## config.mk

```make
export PLATFORM = sky130hd
export DESIGN_NAME = pvd_image_decode
export DESIGN_NICKNAME = d
export VERILOG_FILES = /design/src/inc/pvd_pkg.sv /design/src/verilog/pvd_image_decode.sv
export VERILOG_INCLUDE_DIRS = /design/src /design/src/inc
export SDC_FILE = /design/constraint.sdc
export NUM_CORES = 1
export LEC_CHECK = 0
export BUFFER_PORTS_ARGS = -buffer_cell sky130_fd_sc_hd__clkbuf_2
export CORE_MARGIN = 5
export CORE_UTILIZATION = 30
export CTS_CLUSTER_DIAMETER = 40
export DETAILED_ROUTE_END_ITERATION = 7
export PLACE_DENSITY = 0.56
export RECOVER_POWER = 25
export SLEW_MARGIN = 40
export SYNTH_ARGS = -nofsm -noshare
export SYNTH_HDL_FRONTEND = slang
export SYNTH_SLANG_ARGS = --single-unit
```

## constraint.sdc

```tcl
create_clock -name SYS_CLK -period 18.87 [get_ports SYS_CLK]
set_input_delay 2.8305 -clock SYS_CLK [delete_from_list [all_inputs] [get_ports SYS_CLK]]
set_output_delay 2.8305 -clock SYS_CLK [all_outputs]
set_load 0.01 [all_outputs]
```

## src/inc/pvd_defines.svh

```systemverilog
/*
  Register offsets, field positions, reset values and bus codes for the
  PCI-to-VMEbus image decode block. Included by the top.
*/
`ifndef PVD_DEFINES_SVH
`define PVD_DEFINES_SVH
// ==========================================================
// Register byte offsets
`define PVD_OFF_SPECIAL   12'h018
`define PVD_OFF_CMDLOG    12'h18c
`define PVD_OFF_ADDRERR   12'h190
`define PVD_OFF_IMG4_CTL  12'h1a0
`define PVD_OFF_IMG4_BASE 12'h1a4
`define PVD_OFF_IMG4_BND  12'h1a8
`define PVD_OFF_IMG4_TO   12'h1b0
// ==========================================================
// Writable bit masks and reset values
`define PVD_MASK_SPECIAL  32'hc0f0_fffd
`define PVD_MASK_IMG4_CTL 32'hc0c7_5101
`define PVD_MASK_4K       32'hffff_f000
`define PVD_RST_IMG4_CTL  32'h0080_0000
`define PVD_RST_CMD       4'h7
// ==========================================================
// Field positions
`define PVD_EN        31
`define PVD_POST_EN   30
`define PVD_IO_SPACE  0
`define PVD_SP_WIDTH  23:20
`define PVD_SP_PROG   15:12
`define PVD_SP_SUP    11:8
`define PVD_SP_BASE   7:2
`define PVD_I4_WIDTH  23:22
`define PVD_I4_SPACE  18:16
`define PVD_I4_PROG   14
`define PVD_I4_SUP    12
`define PVD_I4_BLOCK  8
`define PVD_LSTAT     23
// ==========================================================
// Space and width codes
`define PVD_SPACE_A16   3'h0
`define PVD_SPACE_A24   3'h1
`define PVD_SPACE_A32   3'h2
`define PVD_SPACE_CRCSR 3'h5
`define PVD_SPACE_USER1 3'h6
`define PVD_SPACE_USER2 3'h7
`define PVD_W16       2'h1
`define PVD_W32       2'h2
`define PVD_W64       2'h3
`define PVD_AM_CRCSR  6'h2f
`define PVD_AM_USER1  6'h10
`define PVD_AM_USER2  6'h11
`define PVD_A16_TOP   8'hff
`define PVD_RESP_OK   2'h0
`define PVD_RESP_ERR  2'h2
`endif

```

## src/inc/pvd_pkg.sv

```systemverilog
/*
  Types for the image decode block: the single state record of the top.
  Assumes nothing beyond the defines header.
*/
package pvd_pkg;
  // ==========================================================
  // State of the top module, apart from the reset release flops
  typedef struct packed {
    logic        aw_held;
    logic [11:0] aw_addr;
    logic        w_held;
    logic [31:0] w_data;
    logic [3:0]  w_strb;
    logic        awready;
    logic        wready;
    logic        bvalid;
    logic [1:0]  bresp;
    logic        arready;
    logic        rvalid;
    logic [31:0] rdata;
    logic [1:0]  rresp;
    logic [31:0] special;
    logic [31:0] ctl4;
    logic [31:0] base4;
    logic [31:0] bnd4;
    logic [31:0] to4;
    logic [3:0]  err_cmd;
    logic        err_multi;
    logic        log_valid;
    logic [31:0] err_addr;
    logic        dec_done;
    logic        hit_sp;
    logic        hit_4;
    logic [31:0] vme_addr;
    logic [5:0]  vme_am;
    logic [1:0]  vme_width;
    logic        posted;
    logic        blt;
    logic        mblt;
  } pvd_state_s;
endpackage

```

## src/verilog/pvd_image_decode.sv

```systemverilog
/*
  Slave-path decode for a PCI-to-VMEbus bridge: special 64 Mbyte image,
  general target image 4 and the posted-write error log, with registers
  on AXI4-Lite. Assumes all inputs come from logic on SYS_CLK and that
  DEC_OTHER_HIT reports hits of images outside this block.
*/
`timescale 1ns/1ps
`include "pvd_defines.svh"

// Behaviour
// - Special image is 64 Mbyte aligned; hits when address [31:26] equals base.
// - Any other image hit overrides the special image.
// - Address [25:24] picks one of four 16 Mbyte regions.
// - Top 64 Kbyte of each region goes to A16, rest to A24.
// - Per-region width bit: 0 gives 16-bit, 1 gives 32-bit port.
// - Per-region program/data bit; ignored in the A16 part.
// - Per-region supervisor/user bit, low bits for low regions.
// - Special image only makes single-cycle address modifiers.
// - Each image answers only in its selected PCI memory or I/O space.
// - Writes are posted only when the image's posted bit is 1.
// - I/O space images ignore the posted bit; all coupled.
// - Image 4 width field, 8/16/32/64, resets to 32-bit.
// - Image 4 space field: A16, A24, A32, CR/CSR, User1, User2.
// - Block cycle bit acts only for A24/A32 at 8-32 bit width.
// - A24/A32 at 64-bit width allows MBLT regardless of block bit.
// - Image 4 single program/data and supervisor/user bits.
// - Log on posted write target abort, master abort or retry expiry.
// - Failed command is logged read-only, reset value 0111.
// - Failed start address logged read-only, valid while log valid.
// - Log valid reads 1 when frozen; write 1 clears it, 0 ignored.
// - Multiple-error flag sets on any error while logs are frozen, except in a cycle that writes the clear.
// - Image 4 hits from base up to bound, or unbounded when bound 0.
// - Image 4 base and bound have 4 Kbyte resolution.
// - Image 4 VME address [31:12] is PCI address plus offset.
module pvd_image_decode
(
  input  wire logic        SYS_CLK,
  input  wire logic        RST_N,
  input  wire logic [11:0] S_AXI_AWADDR,
  input  wire logic [2:0]  S_AXI_AWPROT,
  input  wire logic        S_AXI_AWVALID,
  output logic             S_AXI_AWREADY,
  input  wire logic [31:0] S_AXI_WDATA,
  input  wire logic [3:0]  S_AXI_WSTRB,
  input  wire logic        S_AXI_WVALID,
  output logic             S_AXI_WREADY,
  output logic [1:0]       S_AXI_BRESP,
  output logic             S_AXI_BVALID,
  input  wire logic        S_AXI_BREADY,
  input  wire logic [11:0] S_AXI_ARADDR,
  input  wire logic [2:0]  S_AXI_ARPROT,
  input  wire logic        S_AXI_ARVALID,
  output logic             S_AXI_ARREADY,
  output logic [31:0]      S_AXI_RDATA,
  output logic [1:0]       S_AXI_RRESP,
  output logic             S_AXI_RVALID,
  input  wire logic        S_AXI_RREADY,
  input  wire logic        DEC_VALID,
  input  wire logic [31:0] DEC_ADDR,
  input  wire logic        DEC_IO,
  input  wire logic        DEC_WRITE,
  input  wire logic        DEC_OTHER_HIT,
  output logic             DEC_DONE,
  output logic             DEC_HIT_SPECIAL,
  output logic             DEC_HIT_IMG4,
  output logic [31:0]      DEC_VME_ADDR,
  output logic [5:0]       DEC_VME_AM,
  output logic [1:0]       DEC_VME_WIDTH,
  output logic             DEC_POSTED,
  output logic             DEC_BLT,
  output logic             DEC_MBLT,
  input  wire logic        ERR_TARGET_ABORT,
  input  wire logic        ERR_MASTER_ABORT,
  input  wire logic        ERR_RETRY_EXPIRED,
  input  wire logic        ERR_POSTED,
  input  wire logic [3:0]  ERR_CMD,
  input  wire logic [31:0] ERR_ADDR,
  output logic             LOG_VALID
);

  // ==========================================================
  // Helpers
  function automatic logic [31:0] merge(input logic [31:0] old, input logic [31:0] nw,
                                        input logic [3:0] strb, input logic [31:0] mask);
    logic [31:0] m;
    m = {{8{strb[3]}}, {8{strb[2]}}, {8{strb[1]}}, {8{strb[0]}}} & mask;
    merge = (old & ~m) | (nw & m);
  endfunction

  // Single-cycle codes only unless blt or mblt is asked for
  function automatic logic [5:0] am_code(input logic [2:0] space, input logic sup,
                                         input logic prog, input logic blt, input logic mblt);
    logic [1:0] lo;
    lo = mblt ? 2'h0 : (blt ? 2'h3 : (prog ? 2'h2 : 2'h1));
    case (space)
      `PVD_SPACE_A16:   am_code = {3'h5, sup, 2'h1};
      `PVD_SPACE_A24:   am_code = {3'h7, sup, lo};
      `PVD_SPACE_A32:   am_code = {3'h1, sup, lo};
      `PVD_SPACE_CRCSR: am_code = `PVD_AM_CRCSR;
      `PVD_SPACE_USER1: am_code = `PVD_AM_USER1;
      `PVD_SPACE_USER2: am_code = `PVD_AM_USER2;
      default:        am_code = 6'h00;
    endcase
  endfunction

  // ==========================================================
  // Reset release
  logic             rst_meta_n;
  logic             rst_n;
  pvd_pkg::pvd_state_s s_r;
  pvd_pkg::pvd_state_s s_nxt;

  always_ff @(posedge SYS_CLK or negedge RST_N)
  begin
    if (!RST_N)
    begin
      rst_meta_n <= 1'b0;
      rst_n      <= 1'b0;
    end
    else
    begin
      rst_meta_n <= 1'b1;
      rst_n      <= rst_meta_n;
    end
  end

  // ==========================================================
  // Next state
  logic        wr_go;
  logic        any_err;
  logic        i4_hit;
  logic        sp_hit;
  logic        i4_wide;
  logic        sp_a16;
  logic [1:0]  region;
  logic [2:0]  space4;
  logic [1:0]  width4;
  logic [31:0] rd_val;
  logic        rd_ok;

  always_comb
  begin
    s_nxt = s_r;
    wr_go = 1'b0;
    rd_val = 32'h0000_0000;
    rd_ok = 1'b1;
    space4 = s_r.ctl4[`PVD_I4_SPACE];
    width4 = s_r.ctl4[`PVD_I4_WIDTH];
    region = DEC_ADDR[25:24];
    sp_a16 = DEC_ADDR[23:16] == `PVD_A16_TOP;
    i4_wide = (space4 == `PVD_SPACE_A24) || (space4 == `PVD_SPACE_A32);

    // Write channels may arrive in either order
    if (S_AXI_AWVALID && s_r.awready)
    begin
      s_nxt.aw_held = 1'b1;
      s_nxt.aw_addr = S_AXI_AWADDR;
    end
    if (S_AXI_WVALID && s_r.wready)
    begin
      s_nxt.w_held = 1'b1;
      s_nxt.w_data = S_AXI_WDATA;
      s_nxt.w_strb = S_AXI_WSTRB;
    end
    if (S_AXI_BVALID && S_AXI_BREADY)
      s_nxt.bvalid = 1'b0;

    // Error capture; a new error beats a same-cycle clear
    any_err = ERR_POSTED && (ERR_TARGET_ABORT || ERR_MASTER_ABORT || ERR_RETRY_EXPIRED);

    if (s_r.aw_held && s_r.w_held && !s_r.bvalid)
    begin
      wr_go = 1'b1;
      s_nxt.aw_held = 1'b0;
      s_nxt.w_held = 1'b0;
      s_nxt.bvalid = 1'b1;
      s_nxt.bresp = `PVD_RESP_OK;
      case ({s_r.aw_addr[11:2], 2'b00})
        `PVD_OFF_SPECIAL:   s_nxt.special = merge(s_r.special, s_r.w_data, s_r.w_strb, `PVD_MASK_SPECIAL);
        `PVD_OFF_IMG4_CTL:  s_nxt.ctl4 = merge(s_r.ctl4, s_r.w_data, s_r.w_strb, `PVD_MASK_IMG4_CTL);
        `PVD_OFF_IMG4_BASE: s_nxt.base4 = merge(s_r.base4, s_r.w_data, s_r.w_strb, `PVD_MASK_4K);
        `PVD_OFF_IMG4_BND:  s_nxt.bnd4 = merge(s_r.bnd4, s_r.w_data, s_r.w_strb, `PVD_MASK_4K);
        `PVD_OFF_IMG4_TO:   s_nxt.to4 = merge(s_r.to4, s_r.w_data, s_r.w_strb, `PVD_MASK_4K);
        `PVD_OFF_CMDLOG:
        begin
          // Only the status bit is writable; zero leaves it alone
          if (s_r.w_strb[2] && s_r.w_data[`PVD_LSTAT])
          begin
            s_nxt.log_valid = 1'b0;
            s_nxt.err_multi = 1'b0;
          end
        end
        `PVD_OFF_ADDRERR: s_nxt.bresp = `PVD_RESP_OK;
        default:          s_nxt.bresp = `PVD_RESP_ERR;
      endcase
    end

    if (any_err)
    begin
      if (!s_nxt.log_valid || !s_r.log_valid)
      begin
        s_nxt.err_cmd = ERR_CMD;
        s_nxt.err_addr = ERR_ADDR;
        s_nxt.log_valid = 1'b1;
        s_nxt.err_multi = 1'b0;
      end
      else
        s_nxt.err_multi = 1'b1;
    end

    s_nxt.awready = !s_nxt.aw_held && !wr_go;
    s_nxt.wready = !s_nxt.w_held && !wr_go;

    // Read path: one outstanding read
    case ({S_AXI_ARADDR[11:2], 2'b00})
      `PVD_OFF_SPECIAL:   rd_val = s_r.special;
      `PVD_OFF_IMG4_CTL:  rd_val = s_r.ctl4;
      `PVD_OFF_IMG4_BASE: rd_val = s_r.base4;
      `PVD_OFF_IMG4_BND:  rd_val = s_r.bnd4;
      `PVD_OFF_IMG4_TO:   rd_val = s_r.to4;
      `PVD_OFF_CMDLOG:    rd_val = {s_r.err_cmd, s_r.err_multi, 3'h0, s_r.log_valid, 23'h0};
      `PVD_OFF_ADDRERR:   rd_val = s_r.err_addr;
      default:            rd_ok = 1'b0;
    endcase
    if (S_AXI_RVALID && S_AXI_RREADY)
      s_nxt.rvalid = 1'b0;
    if (S_AXI_ARVALID && s_r.arready)
    begin
      s_nxt.rvalid = 1'b1;
      s_nxt.rdata = rd_val;
      s_nxt.rresp = rd_ok ? `PVD_RESP_OK : `PVD_RESP_ERR;
    end
    s_nxt.arready = !s_nxt.rvalid;

    // Address decode, answered one cycle after the request
    i4_hit = s_r.ctl4[`PVD_EN] && (s_r.ctl4[`PVD_IO_SPACE] == DEC_IO)
             && (DEC_ADDR[31:12] >= s_r.base4[31:12])
             && ((s_r.bnd4[31:12] == 20'h00000) || (DEC_ADDR[31:12] < s_r.bnd4[31:12]));
    sp_hit = s_r.special[`PVD_EN] && (s_r.special[`PVD_IO_SPACE] == DEC_IO)
             && (DEC_ADDR[31:26] == s_r.special[`PVD_SP_BASE])
             && !i4_hit && !DEC_OTHER_HIT;
    s_nxt.dec_done = DEC_VALID;
    s_nxt.hit_sp = DEC_VALID && sp_hit;
    s_nxt.hit_4 = DEC_VALID && i4_hit;
    s_nxt.blt = 1'b0;
    s_nxt.mblt = 1'b0;
    s_nxt.posted = 1'b0;
    s_nxt.vme_addr = 32'h0000_0000;
    s_nxt.vme_am = 6'h00;
    s_nxt.vme_width = 2'h0;
    if (DEC_VALID && i4_hit)
    begin
      s_nxt.vme_addr = {DEC_ADDR[31:12] + s_r.to4[31:12], DEC_ADDR[11:0]};
      s_nxt.vme_width = width4;
      s_nxt.blt = s_r.ctl4[`PVD_I4_BLOCK] && i4_wide && (width4 != `PVD_W64);
      s_nxt.mblt = i4_wide && (width4 == `PVD_W64);
      s_nxt.vme_am = am_code(space4, s_r.ctl4[`PVD_I4_SUP], s_r.ctl4[`PVD_I4_PROG],
                             s_nxt.blt, s_nxt.mblt);
      // I/O images never post
      s_nxt.posted = DEC_WRITE && !DEC_IO && s_r.ctl4[`PVD_POST_EN];
    end
    else if (DEC_VALID && sp_hit)
    begin
      s_nxt.vme_addr = sp_a16 ? {16'h0000, DEC_ADDR[15:0]} : {8'h00, DEC_ADDR[23:0]};
      s_nxt.vme_width = s_r.special[20 + region] ? `PVD_W32 : `PVD_W16;
      // No block codes from this image
      s_nxt.vme_am = am_code(sp_a16 ? `PVD_SPACE_A16 : `PVD_SPACE_A24,
                             s_r.special[8 + region], s_r.special[12 + region], 1'b0, 1'b0);
      s_nxt.posted = DEC_WRITE && !DEC_IO && s_r.special[`PVD_POST_EN];
    end
  end

  // ==========================================================
  // State register
  always_ff @(posedge SYS_CLK or negedge rst_n)
  begin
    if (!rst_n)
    begin
      s_r <= '0;
      s_r.ctl4 <= `PVD_RST_IMG4_CTL;
      s_r.err_cmd <= `PVD_RST_CMD;
    end
    else
      s_r <= s_nxt;
  end

  assign S_AXI_AWREADY   = s_r.awready;
  assign S_AXI_WREADY    = s_r.wready;
  assign S_AXI_BVALID    = s_r.bvalid;
  assign S_AXI_BRESP     = s_r.bresp;
  assign S_AXI_ARREADY   = s_r.arready;
  assign S_AXI_RVALID    = s_r.rvalid;
  assign S_AXI_RDATA     = s_r.rdata;
  assign S_AXI_RRESP     = s_r.rresp;
  assign DEC_DONE        = s_r.dec_done;
  assign DEC_HIT_SPECIAL = s_r.hit_sp;
  assign DEC_HIT_IMG4    = s_r.hit_4;
  assign DEC_VME_ADDR    = s_r.vme_addr;
  assign DEC_VME_AM      = s_r.vme_am;
  assign DEC_VME_WIDTH   = s_r.vme_width;
  assign DEC_POSTED      = s_r.posted;
  assign DEC_BLT         = s_r.blt;
  assign DEC_MBLT        = s_r.mblt;
  assign LOG_VALID       = s_r.log_valid;

endmodule

```

# Yosys cells after proc, flatten, opt, wreduce, memory -nomap -nowiden
# Index checks and enable logic that the tools add are counted.
# op_classes
magnitude_cmp	5
n_eq_ne	30
n_mux	37
addsub	4
n_reduce_logical	57
bitwise_logic	16
# ops
op	n
AND 32 bit	8
case mux 32 bit (7 select lines)	1
OR 32 bit	5
== test 10 x 7 -> 1 bit, second input constant	12
NOT 32 bit	3
case mux 6 bit (6 select lines)	2
2-to-1 mux 33 bit	2
2-to-1 mux 41 bit	1
2-to-1 mux 37 bit	1
2-to-1 mux 35 bit	1
2-to-1 mux 34 bit	1
logical AND 1 bit	26
2-to-1 mux 24 bit	1
2-to-1 mux 2 bit	11
adder 20 bit	1
== test 10 x 3 -> 1 bit, second input constant	2
>= comparator 20 bit	1
zero test 20 bit	1
less-than comparator 20 bit	1
binary-select mux 1 bit (select 5 bit)	3
OR reduction 7 bit	2
2-to-1 mux 13 bit	1
less-than comparator 5 x 6 -> 1 bit, second input constant	2
AND reduction 2 bit	6
21 further kinds	54
# word_totals
inputBits	149
ff_bits	337
output_inout_bits	88
word_cells	182

# Longest topological paths before layout
# logic_depth
ltp_word	10
ltp_mapped	11
mapped_depth_nobuf	10

# Worst setup path before layout
# Ideal clock, no wire load.
# synth_path
path_type	input to register
start	in DEC_ADDR[19]
end	reg s_r, in the netlist DEC_MBLT
path_stages	9
n_path_buf	1
t_required_ps	18775
setup_slack_ps	14056
t_arrival_ps	4719
setup_time_ps	95
cell_sequence	ha_1 and3_1 a221oi_2 o21ai_1 a2111oi_2 o221ai_2 or2_1 buf_6 nor4_4
# synth_rtl
element	line	text
start, declared	pvd_image_decode.sv:59	input wire logic [31:0] DEC_ADDR,
end signal, assigned	pvd_image_decode.sv:284	s_r <= s_nxt;
end, declared	pvd_image_decode.sv:110	pvd_pkg::pvd_state_s s_r;

==> summary.txt <==
Outcome
  – Failing checks: max-capacitance violations, max-slew violations
  – Status: finished with violations

Flow run
  – Max cap viols: 3

STA
  – Worst slew margin: -1.59
  – Fmax: 0.183 GHz
  – Worst slew pin tran: 3.89 ns
  – Minimum clock period: 5.47 ns
  – Clock skew: 0.0345 ns
  – Final setup viols: 0
  – Final Cycle Share: 0.290
  – Fin Setup TNS: 0 ns
  – RSZ-0062 raised after global routing: no
  – Fin. max-slew vios: 197
  – Final-report hold violation count: 0
  – Setup ws final: 13.40 ns

Hold path
  – HP Class: flop to flop

Worst setup path
  – Crit path DAT: 5.24 ns
  – CP bufs+invs: 1
  – Kind of cell adding the most delay to the critical path: buffers and inverters
  – Worst-path cell chain: clkbuf_1
  – CP required: 18.64 ns
  – Crit Path Class: flop to asynchronous set/reset pin
  – CP startpoint kind: flop
  – Largest stage delay, worst path: 2.82 ns
  – CP max FO: 72
  – CP Capture Type: asynchronous set/reset pin
  – CP max stage cell: clkbuf_1

Clocking
  – Clk sink count: 264
  – Post-CTS setup buffer count: 0
  – Clock Tree Buf Depth: 3
  – CTS tree: done
  – Cts repair resizes: 0
  – Clk root buf: clkbuf_16
  – Later-pin clock latency in the skew report: 0.57 ns
  – Worst-path clk slew: 0.05 ns
  – Cts-stage hold buffer count: 0
  – CTS Buf Count: 49
  – H-tree depth: 2

Pwr
  – Peak VDD IR: 0.0642 mV
  – PwrDens: 108 nW/um^2
  – Tot Pwr: 1.77 mW
  – LEAKAGE: 7.83 nW

Logic synthesis
  – Seq cells post-synth: 264
  – Synth Area in Simple Gates: 0.0913
  – Synth Area in Compound Gates: 0.0968
  – Synth area leader: dfrtp_1
  – Main synth FF type: dfrtp_1
  – Synth Cell Area: 13500 sq um
  – Top-count cell post-synth: dfrtp_1
  – Largest family of logic cells by synthesized area: multiplexers
  – Synth top area cells: dfrtp_1, mux2_2, ha_1, buf_4, mux2_4
  – Netlist cell types: 72
  – Register area share after synthesis: 0.489
  – Mapped Cells: 1168
  – Commonest cells in the netlist: dfrtp_1, mux2_2, nand2_1
  – XOR/XNOR Fraction of Synth Area: 0.0162
  – Synthesis Warnings: 0
  – Fraction of synthesized area in multiplexers: 0.178
  – Yosys top cell area share: 0.481
  – Ys async rst share: 1.00
  – Avg Cell Area, Syn: 11.6 sq um
  – EDFF count, synth: 0
  – Adder-cell area share of the yosys netlist: 0.0559

Detailed routing
  – Post-route DRC: 0
  – Drt via density: 4.92
  – Wirelength, routed: 40.3 mm
  – WL/cell: 20.4 um
  – Drt pass-1 iters: 7
  – Iter 0 DRT Violations: 681
  – Vias: 9700
  – Final ANT Viol Nets: 0

Cells and area
  – Fillers: 4385
  – Final core occ: 0.370
  – Share of layout cells above drive strength 1: 0.384
  – Post-layout nets: 1547
  – Area Overhead vs Synth: 21.5%
  – Fin cells: 1973

Global route
  – Maximum number of pins on one net before global-route repair: 73
  – Vias in the first global route: 9893
  – First-pass GRT wire length: 61.1 mm
  – Grt ovf: 0
  – Overall global routing resource usage: 0.160
  – Initial antenna violation count: 3

Floorplan
  – Starting Density: 0.305
  – Die ar.: 49400 sq um
  – Placement Rows: 77
  – Core Region: 44400 sq um
  – Chip width: 222 um
  – I/O pin count: 237
  – Die Ht: 222 um

Place
  – Post-place setup slack: 13.03 ns
  – Port buffer count: 223
  – Hpwl dp: 30.3 mm
  – Gpl congestion: 0.888
  – Placed insts: 1880
per-layer routing:
layer	vias up	part of all wire	global-route usage
met5	-	0.00030	0
li1	4472	-	-
met2	259	0.46	0.249
met3	65	0.060	0.0381
met4	2	0.021	0.0447
met1	4902	0.46	0.223
path summary, 6_finish.rpt:
| kind | slack (ns) | start | to | cells after the start |
|---|---|---|---|---|
| min in group asynchronous | 0.90 | rst_n$_DFF_PN0_ | s_r[47]$_DFFE_PN0P_ | 0 |
| max reg2reg | 13.40 | rst_n$_DFF_PN0_ | asynchronous set/reset pin | 1 |
| min reg2reg | 0.35 | rst_meta_n$_DFF_PN0_ | rst_n$_DFF_PN0_ | 0 |
| min | 0.35 | rst_meta_n$_DFF_PN0_ | rst_n$_DFF_PN0_ | 0 |
| max | 13.40 | rst_n$_DFF_PN0_ | asynchronous set/reset pin | 1 |
| max in group SYS_CLK | 13.56 | DEC_ADDR[19] | DEC_VME_ADDR[27]$_DFF_PN0_ | 9 |
placed cells by master, fill, tap and decap left out, types with 9 or more instances in the layout:
master     instances
mux2_2           144
o31ai_1           14
ha_1              58
nand4_1           10
nor2_1            30
a22oi_1            9
nand2_1          100
o21ai_0           70
nand3_1           25
xor2_1             9
nor4_1            10
dfrtp_1          260
clkbuf_16         51
inv_6             10
inv_1             54
nor2b_1           18
buf_4             10
a221oi_1          18
clkbuf_2         223
a21oi_1           36
xnor2_1           16
mux2_4            30
mux2i_1           26
logic make-up after synthesis:
logic type / Yosys count
other cells: 2
compound gates: 198
fa+ha+maj: 60
mux: 204
flops: 264
buf+inv: 171
xor+xnor: 25
simple gates: 244
final cells by class:
cell class,count,area (sq um),share of cell area
diodes,1,2.50,0.000152
clock buffers,57,1320,0.0802
clock inverters,35,344,0.0209
inverters,54,203,0.0123
multi-input cells,734,6010,0.366
flip-flops and latches,264,6610,0.402
well taps,592,741,0.0451
repair buffers,236,1210,0.0736
per-stage QoR:
step	hold WS [ns]	cell area, sq um
after floorplan	0.331	13500
after detailed placement	0.342	14800
after global routing	0.362	16400
after global placement	0.338	14700
after CTS	0.357	16500
final	0.351	16400
where the power goes:
part           switching, mW  internal (mW)
clock network          0.317          0.552
logic                 0.0908         0.0941
registers             0.0837          0.632
total                  0.492           1.28
Note: power is estimated with default switching activity, not from simulation.
